$ cat config.mk
export PLATFORM = sky130hd
export DESIGN_NAME = pms_io_lines
export DESIGN_NICKNAME = d
export VERILOG_FILES = /design/src/logic/pms_pkg.sv /design/src/logic/pms_io_lines.sv
export SDC_FILE = /design/constraint.sdc
export NUM_CORES = 1
export LEC_CHECK = 0
export BUFFER_PORTS_ARGS = -buffer_cell sky130_fd_sc_hd__buf_4
export CAP_MARGIN = 20
export CORE_UTILIZATION = 53
export DETAILED_ROUTE_END_ITERATION = 8
export GPL_ROUTABILITY_DRIVEN = 0
export PLACE_DENSITY = 0.84
export SLEW_MARGIN = 20
export SYNTH_ARGS = -nofsm -noshare
export SYNTH_HDL_FRONTEND = slang
export SYNTH_SLANG_ARGS = --single-unit
$ cat constraint.sdc
create_clock -name clock -period 2 [get_ports clock]
set_clock_uncertainty 0.05 [all_clocks]
set_input_delay 0 -clock clock [delete_from_list [all_inputs] [get_ports clock]]
set_output_delay 0 -clock clock [all_outputs]
set_load 0.05 [all_outputs]
$ cat src/logic/pms_pkg.sv
// Purpose: constants and carrier types for the pin mode select block
// Assumes: AXI4-Lite register access, 32-bit data, 8-bit registers in the low byte
// Notes: printed offsets are register indices; byte address is four times the index

package pms_pkg;

    // ----------------------------------------------------------------
    // bus geometry
    // ----------------------------------------------------------------
    localparam int AXI_AW = 12;
    localparam int IDX_LSB = 2;
    localparam int IDX_W = 10;
    localparam logic [1:0] RESP_OKAY = 2'h0;
    localparam logic [1:0] RESP_SLVERR = 2'h2;

    // ----------------------------------------------------------------
    // register indices, entry g is group A, B, C for g = 0, 1, 2
    // ----------------------------------------------------------------
    localparam logic [2:0][9:0] IDX_VALUE = {10'h0C3, 10'h0C1, 10'h0C0};
    localparam logic [2:0][9:0] IDX_DIR = {10'h0C6, 10'h0C5, 10'h0C4};
    localparam logic [2:0][9:0] IDX_CFG = {10'h0CF, 10'h0CE, 10'h0CC};

    // ----------------------------------------------------------------
    // values after reset
    // ----------------------------------------------------------------
    localparam logic [7:0] RST_DIR = 8'h00;
    localparam logic [7:0] RST_CFG_AB = 8'h00;
    localparam logic [7:0] RST_VALUE_AB = 8'h00;
    localparam logic [7:0] RST_CFG_C = 8'hFF;
    localparam logic [7:0] RST_VALUE_C = 8'hFF;

    // ----------------------------------------------------------------
    // line positions of special functions
    // ----------------------------------------------------------------
    localparam int GRP_A = 0;
    localparam int GRP_B = 1;
    localparam int GRP_C = 2;
    localparam int ANALOG_B_LINES = 4;
    localparam int ADC_CH = 12;
    localparam int SPI_SCL_LINE = 5;
    localparam int SPI_SIN_LINE = 6;
    localparam int SPI_SOUT_LINE = 7;

    typedef struct packed {
        logic [7:0] dir;
        logic [7:0] cfg;
        logic [7:0] value;
    } pms_grp_s;

    typedef struct packed {
        logic [2:0][7:0] out;
        logic [2:0][7:0] oe;
        logic [2:0][7:0] pull_en;
        logic [2:0][7:0] irq_en;
        logic [2:0][7:0] lcd_en;
    } pms_pads_s;

endpackage : pms_pkg

$ cat src/logic/pms_io_lines.sv
// Purpose: three 8-line I/O groups with mode decode, LCD and serial alternate uses
// Assumes: pin levels may be asynchronous, hence the two-stage synchroniser; AXI4-Lite slave, one access of each kind at a time
// Notes: outputs are registered, so a register write reaches the pins one cycle after bresp
//        interrupt trigger choice, the converter and the segment driver sit outside
//
// The placing of the registers and the AXI4-Lite register port were chosen for this implementation.

`timescale 1ns/1ps

module pms_io_lines (
    // ------------------------------------------------------------
    // clock and reset
    // ------------------------------------------------------------
    input wire logic clock,
    input wire logic rst,
    // ------------------------------------------------------------
    // register bus, write channels
    // ------------------------------------------------------------
    input wire logic [pms_pkg::AXI_AW-1:0] s_axi_awaddr,
    input wire logic s_axi_awvalid,
    output logic s_axi_awready,
    input wire logic [31:0] s_axi_wdata,
    input wire logic [3:0] s_axi_wstrb,
    input wire logic s_axi_wvalid,
    output logic s_axi_wready,
    output logic [1:0] s_axi_bresp,
    output logic s_axi_bvalid,
    input wire logic s_axi_bready,
    // ------------------------------------------------------------
    // register bus, read channels
    // ------------------------------------------------------------
    input wire logic [pms_pkg::AXI_AW-1:0] s_axi_araddr,
    input wire logic s_axi_arvalid,
    output logic s_axi_arready,
    output logic [31:0] s_axi_rdata,
    output logic [1:0] s_axi_rresp,
    output logic s_axi_rvalid,
    input wire logic s_axi_rready,
    // ------------------------------------------------------------
    // pin side and alternate users
    // ------------------------------------------------------------
    input wire logic [2:0][7:0] pin_in,
    output pms_pkg::pms_pads_s pads,
    input wire logic [7:0] lcd_segments_33_to_40,
    output logic [pms_pkg::ADC_CH-1:0] adc_sel,
    output logic [2:0][7:0] line_level,
    // ------------------------------------------------------------
    // serial unit
    // ------------------------------------------------------------
    input wire logic spi_sout,
    output logic spi_sin,
    output logic spi_scl
);

    typedef struct packed {
        // register image
        pms_pkg::pms_grp_s [2:0] grp;
        // two-stage pin synchroniser
        logic [2:0][7:0] sync1;
        logic [2:0][7:0] sync2;
        // write path
        logic aw_got;
        logic w_got;
        logic [pms_pkg::IDX_W-1:0] w_idx;
        logic [7:0] w_byte;
        logic w_lane0;
        logic awready;
        logic wready;
        logic bvalid;
        logic [1:0] bresp;
        // read path
        logic arready;
        logic rvalid;
        logic [31:0] rdata;
        logic [1:0] rresp;
        // pad-side outputs
        pms_pkg::pms_pads_s pads;
        logic [pms_pkg::ADC_CH-1:0] adc_sel;
        logic spi_sin;
        logic spi_scl;
    } pms_state_s;

    // all state in one image; rst_st is its constant reset copy
    pms_state_s st;
    pms_state_s next_st;
    pms_state_s rst_st;

    // ----------------------------------------------------------------
    // per-line mode decode
    // ----------------------------------------------------------------
    // combinational pad image, registered into st.pads one edge later
    pms_pkg::pms_pads_s line_pads;
    logic [pms_pkg::ADC_CH-1:0] line_adc;
    logic [2:0][7:0] read_value;

    // one copy of the decode per line; group and line fix which options exist
    genvar g, n;
    generate
        for (g = 0; g < 3; g++) begin : gen_grp
            for (n = 0; n < 8; n++) begin : gen_line
                localparam bit HAS_ADC = (g == pms_pkg::GRP_A) ||
                    (g == pms_pkg::GRP_B && n < pms_pkg::ANALOG_B_LINES);
                localparam bit HAS_LCD = (g == pms_pkg::GRP_C);
                localparam bit IS_SOUT = (g == pms_pkg::GRP_B && n == pms_pkg::SPI_SOUT_LINE);
                logic d;
                logic o;
                logic v;
                logic special;
                logic od_level;
                assign d = st.grp[g].dir[n];
                assign o = st.grp[g].cfg[n];
                assign v = st.grp[g].value[n];
                assign special = !d && o && v;
                // serial transmit only merges in open-drain mode
                assign od_level = IS_SOUT ? (v & spi_sout) : v;
                // pull and interrupt follow the stored latch, never the pin
                assign line_pads.pull_en[g][n] = !d && !v;
                assign line_pads.irq_en[g][n] = !d && o && !v;
                assign line_pads.lcd_en[g][n] = HAS_LCD && special;
                // push-pull, then open-drain, then segment drive, else released
                assign line_pads.out[g][n] = (d && o) ? v :
                    (d ? 1'b0 :
                    ((HAS_LCD && special) ? lcd_segments_33_to_40[n] : 1'b0));
                assign line_pads.oe[g][n] = (d && o) ? 1'b1 :
                    (d ? !od_level :
                    (HAS_LCD && special));
                if (HAS_ADC) begin : gen_adc
                    assign line_adc[g * 8 + n] = special;
                end
                // input lines read the pin, output lines the latch
                assign read_value[g][n] = d ? v : st.sync2[g][n];
            end
        end
    endgenerate

    // ----------------------------------------------------------------
    // reset image
    // ----------------------------------------------------------------
    always_comb begin
        rst_st = '0;
        for (int k = 0; k < 3; k++) begin
            rst_st.grp[k].dir = pms_pkg::RST_DIR;
            rst_st.grp[k].cfg = pms_pkg::RST_CFG_AB;
            rst_st.grp[k].value = pms_pkg::RST_VALUE_AB;
        end
        // group C wakes up driving segments, so its option and latch start all ones
        // while its direction, like every other register, starts cleared
        rst_st.grp[pms_pkg::GRP_C].cfg = pms_pkg::RST_CFG_C;
        rst_st.grp[pms_pkg::GRP_C].value = pms_pkg::RST_VALUE_C;
        rst_st.pads.pull_en[pms_pkg::GRP_A] = 8'hFF;
        rst_st.pads.pull_en[pms_pkg::GRP_B] = 8'hFF;
        rst_st.pads.lcd_en[pms_pkg::GRP_C] = 8'hFF;
        rst_st.pads.oe[pms_pkg::GRP_C] = 8'hFF;
    end

    // ----------------------------------------------------------------
    // register decode helpers
    // ----------------------------------------------------------------
    // an index outside the map answers with an error rather than aliasing a register,
    // so a stray address never disturbs a pin
    function automatic logic idx_hit(input logic [pms_pkg::IDX_W-1:0] idx);
        logic hit;
        hit = 1'b0;
        for (int k = 0; k < 3; k++) begin
            if (idx == pms_pkg::IDX_VALUE[k] || idx == pms_pkg::IDX_DIR[k] ||
                idx == pms_pkg::IDX_CFG[k]) begin
                hit = 1'b1;
            end
        end
        return hit;
    endfunction

    // ----------------------------------------------------------------
    // next state
    // ----------------------------------------------------------------
    always_comb begin
        logic [pms_pkg::IDX_W-1:0] r_idx;
        logic [7:0] r_byte;
        next_st = st;
        r_idx = s_axi_araddr[pms_pkg::IDX_LSB +: pms_pkg::IDX_W];
        r_byte = 8'h00;

        // ------------------------------------------------------------
        // pin synchroniser
        // ------------------------------------------------------------
        // first stage feeds only the second
        next_st.sync1 = pin_in;
        next_st.sync2 = st.sync1;

        // ------------------------------------------------------------
        // write address and data capture
        // ------------------------------------------------------------
        // write address and data may arrive in either order
        if (s_axi_awvalid && st.awready) begin
            next_st.aw_got = 1'b1;
            next_st.awready = 1'b0;
            next_st.w_idx = s_axi_awaddr[pms_pkg::IDX_LSB +: pms_pkg::IDX_W];
        end
        if (s_axi_wvalid && st.wready) begin
            next_st.w_got = 1'b1;
            next_st.wready = 1'b0;
            next_st.w_byte = s_axi_wdata[7:0];
            next_st.w_lane0 = s_axi_wstrb[0];
        end

        // ------------------------------------------------------------
        // write commit
        // ------------------------------------------------------------
        // a write without lane 0 is acknowledged but changes nothing
        if (st.aw_got && st.w_got && !st.bvalid) begin
            next_st.aw_got = 1'b0;
            next_st.w_got = 1'b0;
            next_st.bvalid = 1'b1;
            next_st.bresp = idx_hit(st.w_idx) ? pms_pkg::RESP_OKAY : pms_pkg::RESP_SLVERR;
            for (int k = 0; k < 3; k++) begin
                if (st.w_lane0) begin
                    // whole byte lands at once; no per-bit merge
                    if (st.w_idx == pms_pkg::IDX_DIR[k]) begin
                        next_st.grp[k].dir = st.w_byte;
                    end
                    if (st.w_idx == pms_pkg::IDX_CFG[k]) begin
                        next_st.grp[k].cfg = st.w_byte;
                    end
                    if (st.w_idx == pms_pkg::IDX_VALUE[k]) begin
                        next_st.grp[k].value = st.w_byte;
                    end
                end
            end
        end

        // ------------------------------------------------------------
        // write response
        // ------------------------------------------------------------
        if (st.bvalid && s_axi_bready) begin
            next_st.bvalid = 1'b0;
            next_st.awready = 1'b1;
            next_st.wready = 1'b1;
        end
        // ready returns only once the response is gone, so one write at a time
        if (!st.aw_got && !st.w_got && !st.bvalid) begin
            next_st.awready = !(s_axi_awvalid && st.awready);
            next_st.wready = !(s_axi_wvalid && st.wready);
        end

        // ------------------------------------------------------------
        // read decode
        // ------------------------------------------------------------
        for (int k = 0; k < 3; k++) begin
            if (r_idx == pms_pkg::IDX_VALUE[k]) begin
                r_byte = read_value[k];
            end
            if (r_idx == pms_pkg::IDX_DIR[k]) begin
                r_byte = st.grp[k].dir;
            end
            if (r_idx == pms_pkg::IDX_CFG[k]) begin
                r_byte = st.grp[k].cfg;
            end
        end

        // ------------------------------------------------------------
        // read answer
        // ------------------------------------------------------------
        if (s_axi_arvalid && st.arready) begin
            next_st.arready = 1'b0;
            next_st.rvalid = 1'b1;
            next_st.rdata = {24'h000000, r_byte};
            next_st.rresp = idx_hit(r_idx) ? pms_pkg::RESP_OKAY : pms_pkg::RESP_SLVERR;
        end else if (st.rvalid && s_axi_rready) begin
            next_st.rvalid = 1'b0;
            next_st.arready = 1'b1;
        end else if (!st.rvalid) begin
            next_st.arready = 1'b1;
        end

        // ------------------------------------------------------------
        // pad side
        // ------------------------------------------------------------
        // registered so every output leaves a flip-flop
        next_st.pads = line_pads;
        next_st.adc_sel = line_adc;
        // serial inputs stay ordinary readable inputs in every input mode
        next_st.spi_sin = st.sync2[pms_pkg::GRP_B][pms_pkg::SPI_SIN_LINE];
        next_st.spi_scl = st.sync2[pms_pkg::GRP_B][pms_pkg::SPI_SCL_LINE];

        // ------------------------------------------------------------
        // reset override
        // ------------------------------------------------------------
        if (rst) begin
            next_st = rst_st;
        end
    end

    // ----------------------------------------------------------------
    // state register
    // ----------------------------------------------------------------
    always_ff @(posedge clock) begin
        st <= next_st;
    end

    // ----------------------------------------------------------------
    // bus outputs
    // ----------------------------------------------------------------
    assign s_axi_awready = st.awready;
    assign s_axi_wready = st.wready;
    assign s_axi_bvalid = st.bvalid;
    assign s_axi_bresp = st.bresp;
    assign s_axi_arready = st.arready;
    assign s_axi_rvalid = st.rvalid;
    assign s_axi_rdata = st.rdata;
    assign s_axi_rresp = st.rresp;

    // ----------------------------------------------------------------
    // pin side outputs
    // ----------------------------------------------------------------
    assign pads = st.pads;
    assign adc_sel = st.adc_sel;
    // interrupt trigger logic (edge or level choice) sits outside and uses these
    assign line_level = st.sync2;
    assign spi_sin = st.spi_sin;
    assign spi_scl = st.spi_scl;

endmodule // pms_io_lines

# Yosys cells after proc, flatten, opt, wreduce, memory -nomap -nowiden
# Cells that the tools add are included.
# op_classes
eq_ne	19
n_bitwise	17
reduce_logical	230
muxes	116
# op_table
cell	n
$eq A10 B8 Y1 const B	18
$logic_and A1 B1 Y1	125
$mux W1	102
$mux W8	9
$logic_not A1 Y1	54
$reduce_or A2 Y1	27
$reduce_and A3 Y1	9
$not A1 Y1	16
$logic_or A1 B1 Y1	12
$mux W2	3
$mux W3	2
$reduce_bool A3 Y1	2
$ne A2 B1 Y1 const B	1
$reduce_bool A2 Y1	1
$and A1 B1 Y1	1
# totals
wordCells	449
ff_bits	292

# Depth between registers and ports, before layout
# depth
word_depth	11
depth_mapped	7
depth_no_buf	5

# Least setup slack after synthesis
# OpenSTA, ideal clock, no wires.
# synth_timing
kind	register to register
start	reg st (netlist bit s_axi_bvalid)
end	reg st (netlist bit gen_grp[2].gen_line[4].od_level)
t_required_ps	1821
stages_incl_launch_ff	8
setup_slack_ps	17
n_path_buf	2
synth_period_minus_slack_ps	1983
arrival_time_ps	1804
path_cell_list	dfxtp_1 -> and3b_1 -> buf_6 -> and4_1 -> nand4b_1 -> buf_2 -> mux2i_1 -> nand2_1
# synth_via
elab_chain_len	3
# synth_lines
item	line_no	text
start, declared	pms_io_lines.sv:84	pms_state_s st;
start signal, assigned	pms_io_lines.sv:297	st <= next_st;
$logic_not A1 Y1	pms_io_lines.sv:210	if (st.aw_got && st.w_got && !st.bvalid) begin
$logic_and A1 B1 Y1	pms_io_lines.sv:210	
$reduce_and A3 Y1 (no source line)	-	
# Every way passes these cells.
# A chain may end at the register's enable or synchronous reset.

# Final worst setup path
# layout_timing
start	reg st (netlist bit s_axi_arready)
end	reg st (netlist bit s_axi_rdata[4])
# layout_via
elab_chain_len	1
# layout_lines
item	line_no	text
$logic_and A1 B1 Y1	pms_io_lines.sv:263	if (s_axi_arvalid && st.arready) begin
# Every way passes these cells.

==> qor.yml <==
grt_pass1_vias: 8017
tns_ns: 0
seqPwrFrac_pct: 49.3
syn-cell-area_um2: 11080
power_leakage_nw: 5.980
critPathLaunchType: "register"
clkPwrFrac_pct: 42.0
synth_edf_count: 0
synth-seq-cells: 274
drtIter0Drc: 716
ys_top_cells_by_count: "dfxtp_1 (274), buf_4 (197), nand2_1 (112)"
clkSlewWorstSetupHoldPaths_ns: 0.06
placed_area_um2: 11710
viasPerCell: 5.280
ant_nets: 0
yosys_warnings: 0
grt_first_pass_wirelength_mm: 42.97
firstDrtPassIters: 6
clockBufferDepth: 3
initial_core_util_pct: 54.39
synthFlopType: "dfxtp_1"
synth-seq-area-share_pct: 49.53
crit_chain: "nand2_1, nor3_2, nand2b_1, o311ai_0"
h-tree-depth: 1
synth_largest_area_cell: "dfxtp_1"
async_reset_ff_share_pct: 0
ys_top_cells_by_area: "dfxtp_1 (50%), buf_4 (13%), mux2i_1 (6.1%), nor2b_1 (3.8%), nand2_1 (3.8%)"
wirelength_mm: 27.96
grt_usage_pct: 25.19
die_area_um2: 21480
finalCritPeriodShare_pct: 97.79
share_comb_of_total_power_pct: 8.6
clkSinkCount: 274
num_rows: 52
insertion_delay_ns: 0.53
grt_antenna_before_repair: 0
grt_max_degree: 85
finalHoldViolations: 0
grt-ovfl-total: 0
switchingPower_mw: 2.777
cts_buffers: 27
via_count: 8596
synth.most_common_cell: "dfxtp_1"
relSlewSlack_pct: 51.25
worstPathArrival_ns: 2.29
design_area_um2: 13430
area.growth.synth_to_final_pct: 21.24
p_sw_share_pct: 24.29
dpl.cell_count: 1495
pin_count: 299
cp.required_ns: 2.33
fmax_mhz: 511.3
layout-drive-gt1-share_pct: 22.39
worst_pin_slew_ns: 0.7214
die_y_um: 146.6
peakVddDrop_uv: 549.7
p_int_mw: 8.656
hold_path_class: "input pin to register"
die-width_um: 146.6
portBuffers: 225
pwr_density_cell_nw_per_um2: 851.5
syn_inst: 1187
slowest_delay_ns: 0.52
root_buffer: "clkbuf_16"
antenna_cells: 0
synth_cell_types: 60
end_kind: "register"
core_um2: 20360
fin_nets: 1439
synth_top_area_share_pct: 49.53
period_minus_slack_ns: 1.956
crit_slowest_cell: "nor3_2"
outcome: "finished clean"
place_hpwl_mm: 18.84
setup_viol: 0
slew_viol_final: 0
wl_per_cell_um: 17.18
drv_cap: 0
critPathMaxFanout: 7
cts_tree: "done"
finalNonFillerCells: 1628
crit_type: "register to register"
remaining_drc_errors: 0
cts_setup_buffers: 0
rsz0062_at_grt: "yes"
syn_avg_cell_area_um2: 9.331
==> worst paths after layout <==
path | cells past startpoint | endpoint | start | slack, ns
setup / recovery | 4 | s_axi_rdata[4]$_SDFFE_PP0P_ | s_axi_arready$_SDFFE_PP0P_ | 0.04
hold / removal | 4 | s_axi_rdata[7]$_SDFFE_PP0P_ | s_axi_araddr[3] | 0.03
setup reg to reg | 4 | s_axi_rdata[4]$_SDFFE_PP0P_ | s_axi_arready$_SDFFE_PP0P_ | 0.04
hold reg to reg | 1 | line_level[4]$_SDFF_PP0_ | st[224]$_SDFF_PP0_ | 0.38
==> cell families after synthesis <==
family,share of synthesized area (%)
buf+inv,16.19
compound gates,9.241
simple gates,18.96
mux,6.055
flops,49.53
other cells,0.03386
==> final cells by class <==
| cell class | count | area, um^2 |
|---|---|---|
| clock buffer | 37 | 783.3 |
| clock inverter | 11 | 75.07 |
| fill | 1524 | 6937 |
| inverter | 16 | 60.06 |
| multi-input combinational | 688 | 3956 |
| sequential | 274 | 5485 |
| tap | 270 | 337.8 |
| timing repair buffer | 332 | 2730 |
==> registers in the layout (all words and copies together) (netlist names), 8 cells and up <==
| signal | flops |
|---|---|
| gen_grp.gen_line.d | 24 |
| s_axi_rdata | 8 |
| pads | 104 |
| gen_grp.gen_line.o | 24 |
| st | 45 |
| gen_grp.gen_line.od_level | 23 |
| adc_sel | 12 |
| line_level | 24 |
==> worst max-delay path, delay by kind of cell (launching register included) <==
family,cells,cell delay [ns]
simple gates,3,0.88
flops,1,0.41
compound gates,1,0.47
==> metal layers <==
| layer | part of all wire, % | GRT usage (%) |
|---|---|---|
| met4 | 4.4 | 11.35 |
| met2 | 46 | 41.36 |
| met5 | 0 | 0 |
| met3 | 8.7 | 4.594 |
| met1 | 41 | 32.25 |
==> metrics by stage <==
stage / util [%] / setup slack, ns / hold slack, ns / power (mW)
global placement: 57.52 / 0.1757 / 0.1606 / 6.574
global route: 65.94 / -0.02396 / 0.04282 / 11.81
floorplan: - / 0.01703 / 0.06603 / 6.414
detailed placement: 57.52 / 0.1281 / 0.1641 / 6.587
finish: 65.94 / 0.04428 / 0.02705 / 11.43
CTS: 65.91 / 0.1161 / 0.003186 / 11.45
==> placed cells by master, fill, tap and decap left out, types with 5 or more instances in the layout <==
cell	n
a211oi_1	6
a21oi_1	55
and2_1	11
and3_1	26
and4_1	5
buf_4	245
clkbuf_16	27
clkbuf_8	7
clkinv_2	5
conb_1	42
dfxtp_1	274
dlygate4sd3_1	85
inv_1	14
mux2i_1	67
nand2_1	112
nand2b_1	24
nand3_1	9
nor2_1	88
nor2b_1	68
nor3_1	26
nor3b_1	17
o211ai_1	5
o21a_1	9
o21ai_0	62
o22ai_1	6
==> power groups by stage <==
stage | logic (mW) | clock network (mW) | registers (mW)
2_1_floorplan | 0.685 | 0 | 5.73
3_3_place_gp | 0.823 | 0 | 5.75
3_5_place_dp | 0.833 | 0 | 5.75
4_1_cts | 0.968 | 4.85 | 5.63
5_1_grt | 1.04 | 5.12 | 5.64
6_report | 0.987 | 4.81 | 5.64
==> what timing repair did <==
item                                    in CTS  in global routing
endpoints found under the hold margin       73                  0
endpoints found under the setup margin       0                  6
resized for setup                            0                  1
hold buffers                                85                  0
(Power assumes the default switching activity.)
